===== src/pkg/dcs_defines.svh =====
// Constants for the drive command and state word logic.
// Assumes inclusion by bare name from the design files; the package does not include it.
`ifndef DCS_DEFINES_SVH
`define DCS_DEFINES_SVH

// ======================================================================
// Object indices and reset values
`define DCS_CMD_WORD_IDX     16'h6040
`define DCS_STATE_WORD_IDX   16'h6041
`define DCS_STATE_WORD_RST   16'h0000

// ======================================================================
// Command word bit positions
`define DCS_CMD_SWITCH_ON    0
`define DCS_CMD_EN_VOLT      1
`define DCS_CMD_QSTOP_N      2
`define DCS_CMD_EN_OP        3
`define DCS_CMD_START        4
`define DCS_CMD_IMMEDIATE    5
`define DCS_CMD_RELATIVE     6
`define DCS_CMD_FAULT_RESET  7
`define DCS_CMD_HALT         8
`define DCS_CMD_CHANGE_SET   9
`define DCS_CMD_TLIM_POS     11
`define DCS_CMD_TLIM_NEG     12

// ======================================================================
// State word bit positions
`define DCS_ST_MAIN_POWER    4
`define DCS_ST_WARNING       7
`define DCS_ST_ACTIVE_MODE   8
`define DCS_ST_REMOTE        9
`define DCS_ST_INT_LIMIT     11
`define DCS_ST_TORQUE_LIMIT  14
`define DCS_ST_SAFETY        15

// ======================================================================
// Interpolation speed ceiling in inc/ms and microseconds per millisecond
`define DCS_IP_SPEED_LIMIT   80'h400000
`define DCS_US_PER_MS        80'h3E8

`endif


===== src/pkg/dcs_pkg.sv =====
// Types for the drive command and state word logic.
// Assumes nothing beyond the constant header.
package dcs_pkg;

  // Operating modes as selected by the drive firmware.
  typedef enum logic [2:0] {
    DCS_MODE_PP  = 3'h0,
    DCS_MODE_HM  = 3'h1,
    DCS_MODE_IP  = 3'h2,
    DCS_MODE_CSP = 3'h3,
    DCS_MODE_CSV = 3'h4,
    DCS_MODE_CST = 3'h5,
    DCS_MODE_PV  = 3'h6,
    DCS_MODE_PT  = 3'h7
  } dcs_mode_type;

  // Drive state machine, one-hot.
  typedef enum logic [7:0] {
    DCS_NOT_READY  = 8'h01,
    DCS_SW_ON_DIS  = 8'h02,
    DCS_READY      = 8'h04,
    DCS_SWITCHED   = 8'h08,
    DCS_OP_ENABLED = 8'h10,
    DCS_QSTOP      = 8'h20,
    DCS_FAULT_REAC = 8'h40,
    DCS_FAULT      = 8'h80
  } dcs_state_type;

endpackage


===== src/hdl/dcs_ip_speed_check.sv =====
// Interpolation speed check for a new target position.
// Assumes inputs are stable on the cycle they are sampled; result is registered.
`timescale 1ns/1ps
`default_nettype none
`include "dcs_defines.svh"

module dcs_ip_speed_check #(
  parameter int POS_W = 32,
  parameter int RAT_W = 32,
  parameter int PER_W = 16
) (
  input  wire logic             core_clk_i,
  input  wire logic             rst_i,
  input  wire logic             ce_i,
  input  wire logic [POS_W-1:0] new_target_i,
  input  wire logic [POS_W-1:0] demand_pos_i,
  input  wire logic [RAT_W-1:0] ratio_num_i,
  input  wire logic [RAT_W-1:0] ratio_den_i,
  input  wire logic [PER_W-1:0] period_us_i,
  output logic                  too_fast_o
);

  // ====================================================================
  // Cross-multiplied compare
  // Division is avoided: step*num*1000 >= limit*den*period_us is the same
  // test as the step rate reaching the ceiling, and exact for all inputs.
  logic [POS_W-1:0] diff;
  logic [POS_W-1:0] step_abs;
  logic [79:0]      lhs;
  logic [79:0]      rhs;
  logic             too_fast_q;

  assign diff     = new_target_i - demand_pos_i;
  assign step_abs = diff[POS_W-1] ? (~diff + 1'b1) : diff;
  assign lhs      = 80'(step_abs) * 80'(ratio_num_i) * `DCS_US_PER_MS;
  assign rhs      = `DCS_IP_SPEED_LIMIT * 80'(ratio_den_i) * 80'(period_us_i);

  always_ff @(posedge core_clk_i or posedge rst_i) begin
    if (rst_i) begin
      too_fast_q <= 1'b0;
    end else if (ce_i) begin
      too_fast_q <= (lhs >= rhs);
    end
  end

  assign too_fast_o = too_fast_q;

endmodule
`default_nettype wire


===== src/hdl/dcs_drive_word.sv =====
// Command word decode and state word assembly for the motion drive.
// Assumes the fieldbus layer presents the cyclic command word and target on
// core_clk_i, and the motion core returns its status levels on the same clock.
`timescale 1ns/1ps
`default_nettype none
`include "dcs_defines.svh"

module dcs_drive_word #(
  parameter int POS_W = 32,
  parameter int RAT_W = 32,
  parameter int PER_W = 16
) (
  input  wire logic                  core_clk_i,
  input  wire logic                  rst_i,
  input  wire logic                  ce_i,
  input  wire dcs_pkg::dcs_mode_type mode_i,
  input  wire logic [15:0]           cmd_word_i,
  input  wire logic                  cmd_wr_i,
  input  wire logic [POS_W-1:0]      target_in_i,
  input  wire logic                  target_wr_i,
  input  wire logic [POS_W-1:0]      demand_pos_i,
  input  wire logic [RAT_W-1:0]      ratio_num_i,
  input  wire logic [RAT_W-1:0]      ratio_den_i,
  input  wire logic [PER_W-1:0]      period_us_i,
  input  wire logic                  target_reached_i,
  input  wire logic                  stop_done_i,
  input  wire logic                  fault_i,
  input  wire logic                  main_power_i,
  input  wire logic                  warning_i,
  input  wire logic                  active_func_i,
  input  wire logic                  safety_i,
  input  wire logic                  sw_limit_clip_i,
  input  wire logic                  reverse_overtravel_input,
  input  wire logic                  forward_overtravel_input,
  output logic [15:0]                state_word_o,
  output logic [POS_W-1:0]           target_pos_o,
  output logic                       setpoint_start_o,
  output logic                       target_ignored_o,
  output logic                       halt_o,
  output logic                       homing_run_o,
  output logic                       interp_en_o,
  output logic                       power_stage_on_o
);
  import dcs_pkg::*;

  // ====================================================================
  // Overtravel pin synchronisers
  // The first stage feeds only the second; a change is taken once the
  // second and third stages agree, which also rejects one-cycle glitches.
  logic [2:0] rot_sync_q;
  logic [2:0] fot_sync_q;
  logic       rot_q;
  logic       fot_q;

  always_ff @(posedge core_clk_i or posedge rst_i) begin
    if (rst_i) begin
      rot_sync_q <= 3'h0;
      fot_sync_q <= 3'h0;
      rot_q      <= 1'b0;
      fot_q      <= 1'b0;
    end else if (ce_i) begin
      rot_sync_q <= {rot_sync_q[1:0], reverse_overtravel_input};
      fot_sync_q <= {fot_sync_q[1:0], forward_overtravel_input};
      if (rot_sync_q[1] == rot_sync_q[2]) begin
        rot_q <= rot_sync_q[2];
      end
      if (fot_sync_q[1] == fot_sync_q[2]) begin
        fot_q <= fot_sync_q[2];
      end
    end
  end

  // ====================================================================
  // Command word capture and decode
  logic [15:0] cmd_q;
  logic        start_prev_q;
  logic        fault_rst_prev_q;

  always_ff @(posedge core_clk_i or posedge rst_i) begin
    if (rst_i) begin
      cmd_q            <= 16'h0000;
      start_prev_q     <= 1'b0;
      fault_rst_prev_q <= 1'b0;
    end else if (ce_i) begin
      if (cmd_wr_i) begin
        cmd_q <= cmd_word_i;
      end
      start_prev_q     <= cmd_q[`DCS_CMD_START];
      fault_rst_prev_q <= cmd_q[`DCS_CMD_FAULT_RESET];
    end
  end

  wire       is_pp      = (mode_i == DCS_MODE_PP);
  wire       is_hm      = (mode_i == DCS_MODE_HM);
  wire       is_ip      = (mode_i == DCS_MODE_IP);
  wire       is_ipc     = is_ip || (mode_i == DCS_MODE_CSP);
  wire       halt       = cmd_q[`DCS_CMD_HALT];
  wire       start_rise = cmd_q[`DCS_CMD_START] && !start_prev_q;
  wire       flt_rise   = cmd_q[`DCS_CMD_FAULT_RESET] && !fault_rst_prev_q;
  wire [3:0] ctl        = cmd_q[3:0];
  wire       ctl_ok     = !cmd_q[`DCS_CMD_FAULT_RESET];
  // Transition commands decoded from bits 0 to 3 with bit 7 low.
  // state commands decoded
  wire       c_dis_volt = ctl_ok && !ctl[1];
  wire       c_qstop    = ctl_ok && ctl[1] && !ctl[2];
  wire       c_shutdown = ctl_ok && (ctl[2:0] == 3'h6);
  wire       c_sw_on    = ctl_ok && (ctl == 4'h7);
  wire       c_enable   = ctl_ok && (ctl == 4'hF);

  // ====================================================================
  // Drive state machine
  dcs_state_type st_q;
  dcs_state_type st_d;

  always_comb begin
    st_d = st_q;
    unique case (st_q)
      DCS_NOT_READY:  st_d = DCS_SW_ON_DIS;
      DCS_SW_ON_DIS: begin
        if (c_shutdown) begin
          st_d = DCS_READY;
        end
      end
      DCS_READY: begin
        if (c_dis_volt || c_qstop) begin
          st_d = DCS_SW_ON_DIS;
        end else if (c_enable || c_sw_on) begin
          st_d = DCS_SWITCHED;
        end
      end
      DCS_SWITCHED: begin
        if (c_dis_volt || c_qstop) begin
          st_d = DCS_SW_ON_DIS;
        end else if (c_shutdown) begin
          st_d = DCS_READY;
        end else if (c_enable) begin
          st_d = DCS_OP_ENABLED;
        end
      end
      DCS_OP_ENABLED: begin
        if (c_dis_volt) begin
          st_d = DCS_SW_ON_DIS;
        end else if (c_qstop) begin
          st_d = DCS_QSTOP;
        end else if (c_shutdown) begin
          st_d = DCS_READY;
        end else if (c_sw_on) begin
          st_d = DCS_SWITCHED;
        end
      end
      DCS_QSTOP: begin
        if (c_dis_volt || stop_done_i) begin
          st_d = DCS_SW_ON_DIS;
        end
      end
      DCS_FAULT_REAC: begin
        if (stop_done_i) begin
          st_d = DCS_FAULT;
        end
      end
      DCS_FAULT: begin
        if (flt_rise && !fault_i) begin
          st_d = DCS_SW_ON_DIS;
        end
      end
    endcase
    if (fault_i && (st_q != DCS_FAULT) && (st_q != DCS_FAULT_REAC)) begin
      st_d = DCS_FAULT_REAC;
    end
  end

  // Bits 6, 5, 3, 2, 1, 0; don't-care bit 5 is driven as 0.
  // state encoding
  logic [6:0] st_bits;
  assign st_bits = (st_q == DCS_SW_ON_DIS)  ? 7'h40 :
                   (st_q == DCS_READY)      ? 7'h21 :
                   (st_q == DCS_SWITCHED)   ? 7'h23 :
                   (st_q == DCS_OP_ENABLED) ? 7'h27 :
                   (st_q == DCS_QSTOP)      ? 7'h07 :
                   (st_q == DCS_FAULT_REAC) ? 7'h0F :
                   (st_q == DCS_FAULT)      ? 7'h08 : 7'h00;

  // ====================================================================
  // Interpolation speed check
  logic too_fast;

  dcs_ip_speed_check #(
    .POS_W(POS_W),
    .RAT_W(RAT_W),
    .PER_W(PER_W)
  ) u_speed (
    .core_clk_i  (core_clk_i),
    .rst_i       (rst_i),
    .ce_i        (ce_i),
    .new_target_i(target_in_i),
    .demand_pos_i(demand_pos_i),
    .ratio_num_i (ratio_num_i),
    .ratio_den_i (ratio_den_i),
    .period_us_i (period_us_i),
    .too_fast_o  (too_fast)
  );

  // ====================================================================
  // Target handling
  // The check result lags the target by one cycle, so the target is held
  // for that cycle before it is accepted or dropped.
  logic [POS_W-1:0] tgt_buf_q;
  logic             tgt_chk_q;
  logic             pend_q;
  logic             ip_excess_q;

  wire go_now  = is_pp && start_rise && cmd_q[`DCS_CMD_IMMEDIATE];
  wire go_wait = is_pp && start_rise && !cmd_q[`DCS_CMD_IMMEDIATE];
  wire go_pend = pend_q && target_reached_i && !halt;
  wire take_pp = (go_now || go_pend) && !halt;
  wire [POS_W-1:0] pp_tgt = cmd_q[`DCS_CMD_RELATIVE] ? (target_pos_o + target_in_i)
                                                    : target_in_i;
  wire ip_drop = tgt_chk_q && is_ipc && too_fast;
  wire ip_take = tgt_chk_q && is_ipc && !too_fast;

  always_ff @(posedge core_clk_i or posedge rst_i) begin
    if (rst_i) begin
      target_pos_o     <= '0;
      tgt_buf_q        <= '0;
      tgt_chk_q        <= 1'b0;
      pend_q           <= 1'b0;
      ip_excess_q      <= 1'b0;
      setpoint_start_o <= 1'b0;
      target_ignored_o <= 1'b0;
    end else if (ce_i) begin
      tgt_buf_q        <= target_in_i;
      tgt_chk_q        <= target_wr_i && is_ipc;
      setpoint_start_o <= take_pp || ip_take;
      target_ignored_o <= ip_drop;
      if (take_pp) begin
        target_pos_o <= pp_tgt;
      end else if (ip_take) begin
        target_pos_o <= tgt_buf_q;
      end
      // A deferred request in the cycle a pending one starts stays queued.
      if (go_wait) begin
        pend_q <= 1'b1;
      end else if (go_pend || !is_pp) begin
        pend_q <= 1'b0;
      end
      // Excess is held until a target passes the check again or the mode leaves IP and CSP.
      if (ip_drop) begin
        ip_excess_q <= 1'b1;
      end else if (ip_take || !is_ipc) begin
        ip_excess_q <= 1'b0;
      end
    end
  end

  // ====================================================================
  // Mode outputs and state word
  // halt every mode
  wire halt_d   = halt;
  wire home_d   = is_hm && cmd_q[`DCS_CMD_START] && !halt;
  wire interp_d = halt ? interp_en_o : (is_ip && cmd_q[`DCS_CMD_START]);

  logic [15:0] sw_d;
  always_comb begin
    sw_d                       = 16'h0000;
    sw_d[6:5]                  = st_bits[6:5];
    sw_d[3:0]                  = st_bits[3:0];
    sw_d[`DCS_ST_MAIN_POWER]   = main_power_i;
    sw_d[`DCS_ST_WARNING]      = warning_i;
    sw_d[`DCS_ST_ACTIVE_MODE]  = active_func_i;
    sw_d[`DCS_ST_REMOTE]       = (st_q != DCS_NOT_READY);
    sw_d[`DCS_ST_INT_LIMIT]    = sw_limit_clip_i || rot_q || fot_q || ip_excess_q;
    sw_d[`DCS_ST_TORQUE_LIMIT] = cmd_q[`DCS_CMD_TLIM_POS] || cmd_q[`DCS_CMD_TLIM_NEG];
    sw_d[`DCS_ST_SAFETY]       = safety_i;
  end

  always_ff @(posedge core_clk_i or posedge rst_i) begin
    if (rst_i) begin
      st_q             <= DCS_NOT_READY;
      state_word_o     <= `DCS_STATE_WORD_RST;
      halt_o           <= 1'b0;
      homing_run_o     <= 1'b0;
      interp_en_o      <= 1'b0;
      power_stage_on_o <= 1'b0;
    end else if (ce_i) begin
      st_q             <= st_d;
      state_word_o     <= sw_d;
      halt_o           <= halt_d;
      homing_run_o     <= home_d;
      interp_en_o      <= interp_d;
      power_stage_on_o <= (st_q == DCS_OP_ENABLED) || (st_q == DCS_QSTOP);
    end
  end

endmodule
`default_nettype wire


===== config.mk =====
export PLATFORM = sky130hd
export DESIGN_NAME = dcs_drive_word
export DESIGN_NICKNAME = d
export VERILOG_FILES = /design/src/pkg/dcs_pkg.sv /design/src/hdl/dcs_ip_speed_check.sv /design/src/hdl/dcs_drive_word.sv
export VERILOG_INCLUDE_DIRS = /design/src /design/src/pkg
export SDC_FILE = /design/constraint.sdc
export NUM_CORES = 2
export LEC_CHECK = 0
export BUFFER_PORTS_ARGS = -buffer_cell sky130_fd_sc_hd__buf_2
export CORE_ASPECT_RATIO = 1.25
export CORE_MARGIN = 2
export CORE_UTILIZATION = 25
export DETAILED_ROUTE_END_ITERATION = 7
export GPL_TIMING_DRIVEN = 0
export PLACE_DENSITY = 0.42
export REMOVE_ABC_BUFFERS = 1
export SYNTH_ARGS = -nofsm -noshare
export SYNTH_HDL_FRONTEND = slang
export SYNTH_HIERARCHICAL = 1
export SYNTH_SLANG_ARGS = --single-unit
export TNS_END_PERCENT = 100

===== constraint.sdc =====
create_clock -name core_clk_i -period 5.18 [get_ports core_clk_i]
set_input_delay 0.777 -clock core_clk_i [delete_from_list [all_inputs] [get_ports core_clk_i]]
set_output_delay 0.777 -clock core_clk_i [all_outputs]
set_load 0.1 [all_outputs]

==> metrics.txt <==
failing checks=max-capacitance violations, max-slew violations, negative setup slack; largest net degree at the start of global routing=64; Die ar.=304000 µm²; worst slew pin tran=1.55 ns; ys async rst share=100%; Via Count=60047; Worst Clk Skew=0.0165 ns; # setup viols final=1; clk root buf=clkbuf_16; # H-tree levels=4; maximum fanout along the worst path=13; met1 WL=107 mm; Period minus WS final=16.93 ns; max_cap viols=1; GPL Wtd Cong=0.821; DRT iter0 DRCs=2869; TritonCTS Buffers=25; Mapped Cells=8452; Syn Std Cell Area=74800 µm²; Final Cycle Share=327%; Top FF cell, synth=dfrtp_1; CTS max path bufs=3; main combinational cell family by area after synthesis=adder cells; status=finished, violations left; Final Max Slew Viols=7; wire per inst=20.7 µm; Num Clock Sinks=116; required time worst endpoint=5.58 ns; hold buffers post-CTS=0; Overflow after GRT=0; RSZ-0062 raised after global routing=yes; initial antenna violation count=34; detailed-placement wirelength estimate=194 mm; mean post-synth cell area=8.85 µm²; simple-gate share of the synthesized area=11.6%; Synth Register Bits=116; Post-DRT Antenna Nets=0; Final Hold Vio Count=0; I/O pin count=232; Initial Util=25.1%; drt drc=0; yosys warns=6; Top Family by Delay on Critical Path=adder cells; complex-gate fraction of the synthesized area=15.2%; R2R depth=12; Worst Setup Path Type=in -> reg; metal3 WL=10.1 mm; XOR/XNOR Fraction of Synth Area=2.69%; vias in the first global route=66234; Die Wd=493 µm; Post-synth EDFFs=0; fmax=0.0591 GHz; crit start category=input port; CP max-delay cell=fa_1; Core Region=298000 µm²; first-pass GRT wire length=395 mm; first drt pass iteration count=6; Slew HR=-4.16%; critical path data arrival time=17.34 ns; TritonCTS clock tree=built; number of buffers added on ports=223; distinct cell type count after synthesis=100; Yosys top cell area share=41.6%; Max stage delay on crit path=0.62 ns; Cell Rows=224; worst setup slack after layout=-11.75 ns; Seq/Total Area, Yosys=3.88%; synth top area cells=fa_1 (42%), ha_1 (11%), inv_1 (9.0%), nand2_1 (4.3%), dfrtp_1 (3.8%); Layout Utilization=29.4%; Clk pin slew, worst setup/hold paths=0.05 ns; Die H=616 µm; nature of the critical path endpoint=flop; GR Util All Layers=16.6%; mux cell area share after synthesis=2.65%; met2 wire length=132 mm; largest area contributor in the netlist=fa_1; Hold Path Class=in -> async; DR vias/cell=4.79; DRT Wirelength=259 mm; Nets=10944; instance count on the critical path=64; Post-Synth Adder-Cell Area=52.3%; area delta synth->final=17.1%; Highest Signal Layer=met5; crit path buf inv count=11; Worst path most repeated cell=fa_1; Clk Latency, worst-skew pair=0.49 ns; layout cells sized above 1=18.4%
==> Yosys cell counts, types with 30 or more instances <==
library cell	count
a21bo_2	268
a21boi_0	238
a21o_1	138
a21oi_1	289
a31oi_1	40
and2_1	196
and3_1	79
buf_2	30
clkbuf_1	463
dfrtp_1	115
fa_1	1553
ha_1	639
inv_1	1801
mux2_2	105
mux2i_1	60
nand2_1	852
nand2b_1	49
nand3_1	144
nand4_1	61
nor2_1	182
nor2b_1	62
nor3_1	62
o21a_1	98
o21ai_0	283
o21bai_1	34
or3_1	46
xnor2_1	144
xor2_1	83
==> what timing repair did <==
action / CTS / global route
pin swaps: 103 / 234
gates cloned: 15 / 10
resized for setup: 347 / 442
endpoints found under the setup margin: 1 / 1
buffers inserted: 141 / 154
==> path summary, 6_finish.rpt <==
| path | from | end | slack (ns) |
|---|---|---|---|
| min in group core_clk_i | setpoint_start_o | setpoint_start_o | 0.48 |
| hold reg to reg | setpoint_start_o | setpoint_start_o | 0.48 |
| setup reg to reg | target_pos_o[0] | target_pos_o[30] | 2.08 |
| hold / removal | rst_i | u_speed/too_fast_o | 0.19 |
| max in group asynchronous | rst_i | tgt_buf_q[4] | 4.07 |
| setup / recovery | target_in_i[10] | u_speed/too_fast_o | -11.75 |
==> per-layer routing <==
| layer | vias up | global-route usage, % |
|---|---|---|
| met3 | 443 | 1.68 |
| li1 | 26764 | - |
| met4 | 34 | 5.29 |
| met5 | - | 0 |
| met1 | 31420 | 20.4 |
| met2 | 1386 | 30.1 |
==> registers in the layout, summed over array words and instances, names as in the netlist, 3 cells and up <==
signal / flops
cmd_q: 11
rot_sync_q: 3
fot_sync_q: 3
state_word_o: 13
st_q: 8
target_pos_o: 32
tgt_buf_q: 32
==> per-stage QoR <==
stage	std cells	worst slack [ns]	hold WS, ns	setup TNS (ns)	instance area, µm²
after detailed placement	12182	-17.74	0.473	-17.74	80600
after global placement	12119	-22.74	0.459	-119.70	78900
after CTS	12369	-12.41	0.169	-12.41	84300
after global routing	12534	-12.28	0.176	-12.28	87600
after floorplan	7941	-13.36	0.447	-13.36	72800
final	12540	-11.75	0.188	-11.75	87600
==> logic make-up after synthesis <==
| logic type | Yosys count |
|---|---|
| AOI/OAI and AO/OA | 1596 |
| xor gates and xnor gates | 228 |
| adders and majority gates | 2197 |
| buffers and inverters | 2315 |
| DFF | 116 |
| muxes | 183 |
| other | 1 |
| and+or+nand+nor | 1816 |
==> cell type report <==
class	count	area [µm²]
diodes	7	17.5
well taps	3955	4950
fillers	31498	210000
multi-input cells	6038	67100
inverters	1802	6780
repair buffers	591	5180
clock inverters	1	5.00
flip-flops and latches	116	2910
clock buffers	30	664
==> cell usage in the layout, fill, tap and decap left out, types with 66 or more instances in the layout <==
master and n:
xor2_1 66, inv_1 1758, nand2_1 842, mux2_2 105, buf_2 211, fa_1 1525
nand3_1 130, a21boi_0 192, o21ai_0 246, a21bo_2 265, and3_1 66, o21a_1 90
xnor2_1 105, nor2_1 170, a21o_1 135, buf_4 275, and2_1 191, dfrtp_1 114
a21oi_1 234, ha_1 552
Power is not shown: default switching activity piles up to over one toggle a cycle in this logic, so the estimate is an artifact.
